`src/lvpm_cfg.svh`:
```
// Offsets, field positions, reset values and fixed codes of the supply
// supervisor and power mode control block.
// Assumes inclusion by bare name from the package and the design modules.
`ifndef LVPM_CFG_SVH
`define LVPM_CFG_SVH

// ----------------------------------------------------------------------
// Register byte offsets
// ----------------------------------------------------------------------
`define LVPM_OFS_DET 8'h00
`define LVPM_OFS_WARN 8'h04
`define LVPM_OFS_STAT 8'h08
`define LVPM_OFS_MASK 8'h0C

// ----------------------------------------------------------------------
// Detect control fields
// ----------------------------------------------------------------------
`define LVPM_DET_FLAG 7
`define LVPM_DET_ACK 6
`define LVPM_DET_IE 5
`define LVPM_DET_RE 4
`define LVPM_DET_SE 3
`define LVPM_DET_DE 2
`define LVPM_DET_ONCE_MASK 8'h1C
`define LVPM_DET_RST 8'h14

// ----------------------------------------------------------------------
// Warning and stop control fields
// ----------------------------------------------------------------------
`define LVPM_WRN_FLAG 7
`define LVPM_WRN_ACK 6
`define LVPM_WRN_DV 5
`define LVPM_WRN_WV 4
`define LVPM_WRN_PPD_FLAG 3
`define LVPM_WRN_PACK 2
`define LVPM_WRN_PD_EN 1
`define LVPM_WRN_PPD_SEL 0
`define LVPM_WRN_RST 8'h00

// ----------------------------------------------------------------------
// Event status and mask fields
// ----------------------------------------------------------------------
`define LVPM_EV_DET 0
`define LVPM_EV_WARN 1
`define LVPM_EV_PPD 2
`define LVPM_EV_RST 3'h0

`endif

```
`src/lvpm_pkg.sv`:
```
// Types shared by the supply supervisor and power mode control block.
// Assumes lvpm_cfg.svh sits in the same folder.
package lvpm_pkg;
`include "lvpm_cfg.svh"

   // Register selected by a bus address
   typedef enum logic [2:0] {
      LVPM_SEL_DET,
      LVPM_SEL_WARN,
      LVPM_SEL_STAT,
      LVPM_SEL_MASK,
      LVPM_SEL_NONE
   } lvpm_sel_t;

endpackage

```
`src/lvpm_sync.sv`:
```
// Two-stage synchroniser for levels arriving from outside the clock.
// Assumes each bit is a slow level; no bus coherence between bits.
`timescale 1ns/10ps
module lvpm_sync import lvpm_pkg::*; #(
   parameter int WIDTH = 4
) (
   input wire logic i_sys_clk,
   input wire logic i_rstn,
   input wire logic [WIDTH-1:0] i_async,
   output logic [WIDTH-1:0] o_sync
);

   logic [WIDTH-1:0] stage1;

   // First stage feeds only the second stage
   always_ff @(posedge i_sys_clk or negedge i_rstn) begin
      if (!i_rstn) begin
         stage1 <= '0;
         o_sync <= '0;
      end else begin
         stage1 <= i_async;
         o_sync <= stage1;
      end
   end

endmodule

```
`src/lvpm_ahb_slave.sv`:
```
// AHB-Lite slave front end: turns transfers into write and read strobes.
// Assumes single word transfers; reads take one wait state so that a
// write in the preceding data phase is visible to the read.
`timescale 1ns/10ps
module lvpm_ahb_slave import lvpm_pkg::*; (
   input wire logic i_sys_clk,
   input wire logic i_rstn,
   input wire logic i_hsel,
   input wire logic [31:0] i_haddr,
   input wire logic [1:0] i_htrans,
   input wire logic i_hwrite,
   input wire logic i_hready,
   input wire logic [7:0] i_rdata,
   output logic o_hreadyout,
   output logic o_wr_en,
   output logic o_rd_en,
   output logic [7:0] o_addr,
   output logic [31:0] o_hrdata
);

   logic dp_wr;
   logic dp_rd;
   logic rd_pend;
   wire accept = i_hsel & i_hready & i_htrans[1];

   assign o_hreadyout = ~(dp_rd & rd_pend);
   assign o_wr_en = dp_wr;
   assign o_rd_en = dp_rd & rd_pend;

   always_ff @(posedge i_sys_clk or negedge i_rstn) begin
      if (!i_rstn) begin
         dp_wr <= 1'b0;
         dp_rd <= 1'b0;
         rd_pend <= 1'b0;
         o_addr <= 8'h00;
      end else if (i_hready) begin
         dp_wr <= accept & i_hwrite;
         dp_rd <= accept & ~i_hwrite;
         rd_pend <= accept & ~i_hwrite;
         if (accept) begin
            o_addr <= i_haddr[7:0];
         end
      end else begin
         rd_pend <= 1'b0;
      end
   end

   // Read data latched at the end of the wait state
   always_ff @(posedge i_sys_clk or negedge i_rstn) begin
      if (!i_rstn) begin
         o_hrdata <= 32'h00000000;
      end else if (o_rd_en) begin
         o_hrdata <= {24'h000000, i_rdata};
      end
   end

endmodule

```
`src/lvpm_top.sv`:
```
// Supply supervisor and low-power mode control with AHB-Lite registers.
// Assumes trip comparators drive levels asynchronous to i_sys_clk, and the
// stop mode state and stop recovery pulse come from logic on i_sys_clk.
//
// Design decisions made here: the AHB-Lite interface to the registers and the placing of the registers.
`timescale 1ns/10ps
`include "lvpm_cfg.svh"
module lvpm_top import lvpm_pkg::*; (
   input wire logic i_sys_clk,
   input wire logic i_rstn,
   input wire logic i_por_rstn,
   input wire logic i_hsel,
   input wire logic [31:0] i_haddr,
   input wire logic [1:0] i_htrans,
   input wire logic i_hwrite,
   input wire logic [2:0] i_hsize,
   input wire logic [31:0] i_hwdata,
   input wire logic i_hready,
   output logic o_hreadyout,
   output logic o_hresp,
   output logic [31:0] o_hrdata,
   input wire logic i_lvd_trip_low,
   input wire logic i_lvd_trip_high,
   input wire logic i_lvw_trip_low,
   input wire logic i_lvw_trip_high,
   input wire logic i_stop_mode,
   input wire logic i_partial_powerdown_stop_exit,
   output logic o_lvd_comp_enable,
   output logic o_detect_threshold_select,
   output logic o_warning_threshold_select,
   output logic o_lvd_irq,
   output logic o_lvd_reset_req,
   output logic o_powerdown_enable,
   output logic o_partial_powerdown_select,
   output logic o_irq
);

   // -------------------------------------------------------------------
   // Reset combination
   // -------------------------------------------------------------------
   // A power-on reset is also a reset of every other bit
   wire rst_all_n = i_rstn & i_por_rstn;

   // -------------------------------------------------------------------
   // Bus front end
   // -------------------------------------------------------------------
   logic wr_en;
   logic rd_en;
   logic [7:0] bus_addr;
   logic [7:0] rdata;

   lvpm_ahb_slave i_lvpm_ahb_slave (
      .i_sys_clk(i_sys_clk),
      .i_rstn(rst_all_n),
      .i_hsel(i_hsel),
      .i_haddr(i_haddr),
      .i_htrans(i_htrans),
      .i_hwrite(i_hwrite),
      .i_hready(i_hready),
      .i_rdata(rdata),
      .o_hreadyout(o_hreadyout),
      .o_wr_en(wr_en),
      .o_rd_en(rd_en),
      .o_addr(bus_addr),
      .o_hrdata(o_hrdata)
   );

   // Only OKAY responses; unmapped reads return zero
   assign o_hresp = 1'b0;

   // Only word transfers exist, so the size is not decoded
   wire [2:0] unused_size = i_hsize;
   wire [7:0] wbyte = i_hwdata[7:0];

   // -------------------------------------------------------------------
   // Address decode
   // -------------------------------------------------------------------
   function automatic lvpm_sel_t decode(input logic [7:0] addr);
      if (addr == `LVPM_OFS_DET) begin
         decode = LVPM_SEL_DET;
      end else if (addr == `LVPM_OFS_WARN) begin
         decode = LVPM_SEL_WARN;
      end else if (addr == `LVPM_OFS_STAT) begin
         decode = LVPM_SEL_STAT;
      end else if (addr == `LVPM_OFS_MASK) begin
         decode = LVPM_SEL_MASK;
      end else begin
         decode = LVPM_SEL_NONE;
      end
   endfunction

   wire lvpm_sel_t sel = decode(bus_addr);
   wire wr_det = wr_en & (sel == LVPM_SEL_DET);
   wire wr_warn = wr_en & (sel == LVPM_SEL_WARN);
   wire wr_mask = wr_en & (sel == LVPM_SEL_MASK);
   wire rd_stat = rd_en & (sel == LVPM_SEL_STAT);

   // -------------------------------------------------------------------
   // Comparator inputs
   // -------------------------------------------------------------------
   logic [3:0] trip_sync;

   lvpm_sync #(.WIDTH(4)) i_lvpm_sync (
      .i_sys_clk(i_sys_clk),
      .i_rstn(rst_all_n),
      .i_async({i_lvw_trip_high, i_lvw_trip_low,
                i_lvd_trip_high, i_lvd_trip_low}),
      .o_sync(trip_sync)
   );

   // -------------------------------------------------------------------
   // Control state
   // -------------------------------------------------------------------
   logic det_flag;
   logic irq_en;
   logic rst_en;
   logic stop_en;
   logic det_en;
   logic det_locked;
   logic warn_flag;
   logic det_thr;
   logic warn_thr;
   logic ppd_flag;
   logic pd_en;
   logic ppd_sel;
   logic pd_locked;
   logic [2:0] ev_stat;
   logic [2:0] ev_mask;

   // -------------------------------------------------------------------
   // Shared helpers
   // -------------------------------------------------------------------
   // A set in the same cycle as its clear wins, so no event is lost
   function automatic logic sticky(input logic hit, flag, clr);
      sticky = hit | (flag & ~clr);
   endfunction

   // Register bit update: the written value under a strobe, else kept
   function automatic logic field(input logic wr, wval, cur);
      if (wr) begin
         field = wval;
      end else begin
         field = cur;
      end
   endfunction

   // Status records the first cycle of a flag, not its level
   function automatic logic rise(input logic hit, flag);
      rise = hit & ~flag;
   endfunction

   // The select bit chooses which comparator the flag listens to
   function automatic logic pick_trip(input logic high, hi, lo);
      pick_trip = high ? hi : lo;
   endfunction

   // -------------------------------------------------------------------
   // Detection
   // -------------------------------------------------------------------
   // Trip choice follows the select bits
   wire det_below = pick_trip(det_thr, trip_sync[1], trip_sync[0]);
   wire warn_below = pick_trip(warn_thr, trip_sync[3], trip_sync[2]);

   // Detector runs when enabled, and in stop only if stop enable is set
   wire det_active = det_en & (~i_stop_mode | stop_en);

   // Level based, so a supply already low at enable is still caught
   wire det_set = det_active & det_below;
   wire det_clr = wr_det & wbyte[`LVPM_DET_ACK];
   wire next_det_flag = sticky(det_set, det_flag, det_clr);

   // Warning follows the supply level even straight after reset
   wire warn_set = warn_below;
   // Ack loses to a warning still present since the set wins
   wire warn_clr = wr_warn & wbyte[`LVPM_WRN_ACK];
   wire next_warn_flag = sticky(warn_set, warn_flag, warn_clr);

   wire ppd_set = i_partial_powerdown_stop_exit;
   wire ppd_clr = wr_warn & wbyte[`LVPM_WRN_PACK];
   wire next_ppd_flag = sticky(ppd_set, ppd_flag, ppd_clr);

   // -------------------------------------------------------------------
   // Write-once fields, and the interrupt enable taken on every detect write
   // -------------------------------------------------------------------
   wire det_once_wr = wr_det & ~det_locked;
   wire next_det_en = field(det_once_wr, wbyte[`LVPM_DET_DE], det_en);
   wire next_rst_en = field(det_once_wr, wbyte[`LVPM_DET_RE], rst_en);
   wire next_stop_en = field(det_once_wr, wbyte[`LVPM_DET_SE], stop_en);
   wire next_irq_en = field(wr_det, wbyte[`LVPM_DET_IE], irq_en);

   wire pd_once_wr = wr_warn & ~pd_locked;
   wire next_pd_en = field(pd_once_wr, wbyte[`LVPM_WRN_PD_EN], pd_en);
   wire next_ppd_sel = field(pd_once_wr, wbyte[`LVPM_WRN_PPD_SEL], ppd_sel);

   // -------------------------------------------------------------------
   // Event status, mask and interrupt
   // -------------------------------------------------------------------
   // Rising edges of the flags are the recorded events
   wire [2:0] ev_set = {rise(ppd_set, ppd_flag),
                        rise(warn_set, warn_flag),
                        rise(det_set, det_flag)};
   // A read clears, but an event in the same cycle survives it
   wire [2:0] next_ev_stat = ev_set | (ev_stat & {3{~rd_stat}});
   wire [2:0] next_ev_mask = wr_mask ? wbyte[2:0] : ev_mask;

   // -------------------------------------------------------------------
   // Registers loaded with their reset values by any reset
   // -------------------------------------------------------------------
   always_ff @(posedge i_sys_clk or negedge rst_all_n) begin
      if (!rst_all_n) begin
         det_flag <= 1'b0;
         irq_en <= 1'(`LVPM_DET_RST >> `LVPM_DET_IE);
         rst_en <= 1'(`LVPM_DET_RST >> `LVPM_DET_RE);
         stop_en <= 1'(`LVPM_DET_RST >> `LVPM_DET_SE);
         det_en <= 1'(`LVPM_DET_RST >> `LVPM_DET_DE);
         det_locked <= 1'b0;
      end else begin
         det_flag <= next_det_flag;
         irq_en <= next_irq_en;
         rst_en <= next_rst_en;
         stop_en <= next_stop_en;
         det_en <= next_det_en;
         det_locked <= det_locked | wr_det;
      end
   end

   always_ff @(posedge i_sys_clk or negedge rst_all_n) begin
      if (!rst_all_n) begin
         warn_flag <= 1'b0;
         ppd_flag <= 1'b0;
         pd_en <= 1'b0;
         ppd_sel <= 1'b0;
         pd_locked <= 1'b0;
      end else begin
         warn_flag <= next_warn_flag;
         ppd_flag <= next_ppd_flag;
         pd_en <= next_pd_en;
         ppd_sel <= next_ppd_sel;
         pd_locked <= pd_locked | wr_warn;
      end
   end

   always_ff @(posedge i_sys_clk or negedge rst_all_n) begin
      if (!rst_all_n) begin
         ev_stat <= `LVPM_EV_RST;
         ev_mask <= `LVPM_EV_RST;
      end else begin
         ev_stat <= next_ev_stat;
         ev_mask <= next_ev_mask;
      end
   end

   // -------------------------------------------------------------------
   // Threshold selects kept across all but power-on reset
   // -------------------------------------------------------------------
   always_ff @(posedge i_sys_clk or negedge i_por_rstn) begin
      if (!i_por_rstn) begin
         det_thr <= 1'b0;
         warn_thr <= 1'b0;
      end else if (wr_warn) begin
         det_thr <= wbyte[`LVPM_WRN_DV];
         warn_thr <= wbyte[`LVPM_WRN_WV];
      end
   end

   // -------------------------------------------------------------------
   // Read data
   // -------------------------------------------------------------------
   // Acks and unimplemented bits read as zero
   wire [7:0] det_rd = {det_flag, 1'b0, irq_en, rst_en,
                        stop_en, det_en, 2'b00};
   wire [7:0] warn_rd = {warn_flag, 1'b0, det_thr, warn_thr,
                         ppd_flag, 1'b0, pd_en, ppd_sel};
   function automatic logic [7:0] read_mux(input lvpm_sel_t s,
      input logic [7:0] dv, wv, input logic [2:0] sv, mv);
      if (s == LVPM_SEL_DET) begin
         read_mux = dv;
      end else if (s == LVPM_SEL_WARN) begin
         read_mux = wv;
      end else if (s == LVPM_SEL_STAT) begin
         read_mux = {5'h00, sv};
      end else if (s == LVPM_SEL_MASK) begin
         read_mux = {5'h00, mv};
      end else begin
         read_mux = 8'h00;
      end
   endfunction

   assign rdata = read_mux(sel, det_rd, warn_rd, ev_stat, ev_mask);

   // -------------------------------------------------------------------
   // Outputs
   // -------------------------------------------------------------------
   // Terms use next values so each output moves in the same cycle as
   // the register bit behind it
   wire next_lvd_irq = next_det_flag & next_irq_en & next_det_en;
   wire next_lvd_reset_req = next_det_flag & next_rst_en
      & next_det_en;
   wire next_irq = |(next_ev_stat & next_ev_mask);
   wire next_comp_enable = next_det_en & (~i_stop_mode | next_stop_en);
   wire next_ppd_out = next_pd_en & next_ppd_sel;

   // Kept as flops so the reset request cannot glitch into the reset tree
   always_ff @(posedge i_sys_clk or negedge rst_all_n) begin
      if (!rst_all_n) begin
         o_lvd_irq <= 1'b0;
         o_lvd_reset_req <= 1'b0;
         o_irq <= 1'b0;
         o_lvd_comp_enable <= 1'b0;
         o_powerdown_enable <= 1'b0;
         o_partial_powerdown_select <= 1'b0;
      end else begin
         o_lvd_irq <= next_lvd_irq;
         o_lvd_reset_req <= next_lvd_reset_req;
         o_irq <= next_irq;
         o_lvd_comp_enable <= next_comp_enable;
         o_powerdown_enable <= next_pd_en;
         o_partial_powerdown_select <= next_ppd_out;
      end
   end

   assign o_detect_threshold_select = det_thr;
   assign o_warning_threshold_select = warn_thr;

endmodule

```
`config.mk`:
```
export PLATFORM = sky130hd
export DESIGN_NAME = lvpm_top
export DESIGN_NICKNAME = d
export VERILOG_FILES = /design/src/lvpm_pkg.sv /design/src/lvpm_sync.sv /design/src/lvpm_ahb_slave.sv /design/src/lvpm_top.sv
export VERILOG_INCLUDE_DIRS = /design/src
export SDC_FILE = /design/constraint.sdc
export NUM_CORES = 1
export LEC_CHECK = 0
export CORE_MARGIN = 8
export CORE_UTILIZATION = 58
export CTS_CLUSTER_DIAMETER = 50
export DETAILED_ROUTE_END_ITERATION = 16
export DONT_BUFFER_PORTS = 1
export PLACE_DENSITY_LB_ADDON = 0.25
export SYNTH_ARGS = -nofsm -noshare
export SYNTH_HDL_FRONTEND = slang
export SYNTH_HIERARCHICAL = 1
export SYNTH_SLANG_ARGS = --single-unit
```
`constraint.sdc`:
```
create_clock -name i_sys_clk -period 2.3 [get_ports i_sys_clk]
set_input_delay 0 -clock i_sys_clk [delete_from_list [all_inputs] [get_ports i_sys_clk]]
set_output_delay 0 -clock i_sys_clk [all_outputs]
set_load 0.01 [all_outputs]
```
==> flow_summary.yaml <==
outcome:
  status: "finished, final reports clean"
power_and_ir_drop:
  power.share.clock_pct: 31.5
  switching_share_pct: 26.6
  internal_cell_power_uw: 1510
  switching_power_uw: 548
  vdd.ir_drop.worst_mv: 0.517
  seq_power_share_pct: 53.0
  p_leak_uw: 0.00130
  pwr-share-comb_pct: 15.5
  p_per_area_mw_per_mm2: 739
die:
  fp.dieH_um: 80.0
  chipWidth_um: 80.0
  initial_util_pct: 59.8
  io-pin-count: 123
  floorplan.die_area_mm2: 0.00640
  floorplan.rows: 23
  fp.coreArea_mm2: 0.00397
global_route:
  grt_pass1_vias: 1625
  grt_antenna_before_repair: 0
  grt_remaining_overflow: 0
  groute.usage.overall_pct: 15.5
  grt_max_degree: 50
  grt_pass1_wl_mm: 7.68
finish:
  nets: 315
  layout-drive-gt1-share_pct: 23.0
  antenna_cells_inserted: 0
  layout.filler_cells: 276
  fin_cells: 285
  areaGrowthSynthToFinish_pct: 17.4
  fin_area_mm2: 0.00279
synthesis:
  yosysTopAreaCell: "dfrtp_1"
  synth.top_cells.by_count: "49 x dfrtp_1, 26 x buf_4, 26 x mux2_2"
  cell_types_occupying_the_most_area_after_synthesis: "dfrtp_1 52%, mux2_2 12%, buf_4 8.2%"
  yosysMostFrequentCell: "dfrtp_1"
  ys_ff_latch: 51
  synth_enable_flop_cells: 0
  yosysTopAreaCellShare_pct: 51.6
  synth.cell_area_mm2: 0.00238
  asyncSetResetFlopFracSynth_pct: 100
  post_synthesis_cell_type_count: 41
  yosys_most_used_dff: "dfrtp_1"
  synth_area_per_cell_um2: 12.1
  synthCells: 196
  count_of_synthesis_stage_warnings_from_yosys: 6
  synth.yosys.seq_area_share_pct: 53.8
place:
  gp_congestion: 0.808
  dpl.hpwl_mm: 3.44
  place.detailed.instances: 246
  place_worst_setup_slack_ns: 0.239
  placedInstanceArea_mm2: 0.00236
  place.port_buffers: 0
setup_path:
  crit_required_ns: 2.50
  rr_worst_depth: 5
  critical_path.reg2reg.endpoint: "o_lvd_comp_enable$_DFF_PN0_"
  critical_path.endpoint_type: "flop"
  r2r_start: "i_lvpm_ahb_slave/o_addr[7]$_DFFE_PN0P_"
  cp.arrival_ns: 2.30
  setup.reg_to_reg.worst_slack_ns: 0.20
  worst_setup_path_startpoint: "i_lvpm_ahb_slave/o_addr[7]$_DFFE_PN0P_"
  critical_path_peak_fanout: 4
  critPathKind: "flop to flop"
  startpoint_type: "flop"
cts:
  tritoncts: "built"
  number_of_buffers_inserted_to_repair_setup_after_cts: 0
  postCtsResizedCells: 0
  cts_num_sinks: 51
  cts.path.max_buffers: 2
  clk_transition_reported_paths_ns: 0.09
  numCtsBuffers: 5
  cts.root.buffer_cell: "clkbuf_8"
  clock_h_tree_levels: 2
  cts.hold.buffers_added: 31
  clkLatencyLatePin_ns: 0.30
drt:
  firstDrtPassIters: 4
  drtAntennaViolNets: 0
  detail_route.iter0.violations: 71
  routed_wirelength_mm: 4.68
  vias: 1496
  vias_per_cell: 5.25
  drt_drc: 0
  avgRoutedWirePerCell_um: 16.4
sta:
  finalWorstSetupSlack_ns: 0.201
  report.final.setup_viol: 0
  timing_hold_violations_final: 0
  final_setup_skew_ns: 0.00508
  drv_slew: 0
  worst_slew_margin_rel_pct: 60.8
  max_freq_ghz: 0.476
  final_period_minus_worst_setup_slack_ns: 2.10
  max_slew.worst_pin.slew_ns: 0.588
  final.hold.worst_slack_ns: 0.0260
  unrepaired_setup_endpoints_after_global_routing: "false"
  setup_total_negative_slack_ns: 0
  fin_crit_sh_pct: 91.3
job:
  drv_cap: 0
min_path:
  holdCritPathClass: "input pin to flop"
  depth_of_the_worst_hold_timing_path: 2
  min_from: "i_hsel"
  holdPathEnd: "i_lvpm_ahb_slave/o_addr[7]$_DFFE_PN0P_"
-- per-layer routing --
layer	vias to the layer above	share of wire, %	GRT usage (%)
li1	701	-	-
met1	730	39	16.6
met2	55	49	26.4
met3	10	9.5	6.08
met4	0	2.1	6.91
met5	-	0	0
-- placed cells by master (no fill, tap or decap), types with 3 or more instances in the layout --
master,n
nand4_1,4
or2_2,3
mux2_2,26
mux2i_1,9
o31ai_1,3
clkbuf_8,6
conb_1,26
nor2_1,13
dfrtp_1,49
a21oi_1,3
dlygate4sd3_1,31
nand2_1,8
buf_4,4
inv_1,12
nand3_1,4
-- registers in the layout (all words and copies together), names as in the netlist, 3 cells and up --
name and flops:
ev_mask 3, ev_stat 3, i_lvpm_ahb_slave/o_addr 8, i_lvpm_ahb_slave/o_hrdata 8, i_lvpm_sync/o_sync 4, i_lvpm_sync/stage1 4
-- power groups by stage --
stage          Sequential (µW)  Combinational [µW]  Clock, µW
3_5_place_dp              1110                 274          0
2_1_floorplan             1080                 270          0
3_3_place_gp              1100                 263          0
4_1_cts                   1090                 319        663
5_1_grt                   1110                 358        693
6_report                  1090                 319        649
-- worst max-delay path, stage by stage, from the launching register on --
cell	delay [ns]
dfrtp_1	0.40
or4_4	0.59
nor4_4	0.32
buf_4	0.20
mux2i_1	0.28
o21ba_2	0.20
-- cells by family after synthesis --
kind of cell	Yosys count	synth area share (%)
compound gates	20	6.11
buf+inv	40	10.4
flops	51	53.8
mux	35	16.1
other cells	2	0.316
simple gates	48	13.2
-- final cells by class --
| class | count | area, µm² | share of cell area [%] |
|---|---|---|---|
| sequential | 51 | 1280 | 45.9 |
| multi-input combinational | 129 | 941 | 33.7 |
| timing repair buffer | 35 | 340 | 12.2 |
| clock buffer | 6 | 82.6 | 2.96 |
| tap | 50 | 62.6 | 2.24 |
| inverter | 12 | 45.0 | 1.62 |
| clock inverter | 2 | 38.8 | 1.39 |
-- per-stage QoR --
stage          util (%)  power (µW)
6_report           70.2        2060
5_1_grt            70.2        2160
4_1_cts            70.2        2080
3_5_place_dp       59.4        1380
3_3_place_gp       59.4        1370
2_1_floorplan         -        1350
-- worst max path at each step --
| stage | to | slack [ns] |
|---|---|---|
| floorplan | o_powerdown_enable$_DFF_PN0_ | 0.34 |
| global placement | o_powerdown_enable$_DFF_PN0_ | 0.26 |
| detailed placement | o_lvd_comp_enable$_DFF_PN0_ | 0.24 |
| CTS | o_lvd_comp_enable$_DFF_PN0_ | 0.22 |
| global route | o_lvd_comp_enable$_DFF_PN0_ | 0.08 |
| finish | o_lvd_comp_enable$_DFF_PN0_ | 0.20 |
No activity file was read; power rests on OpenSTA's default activity.
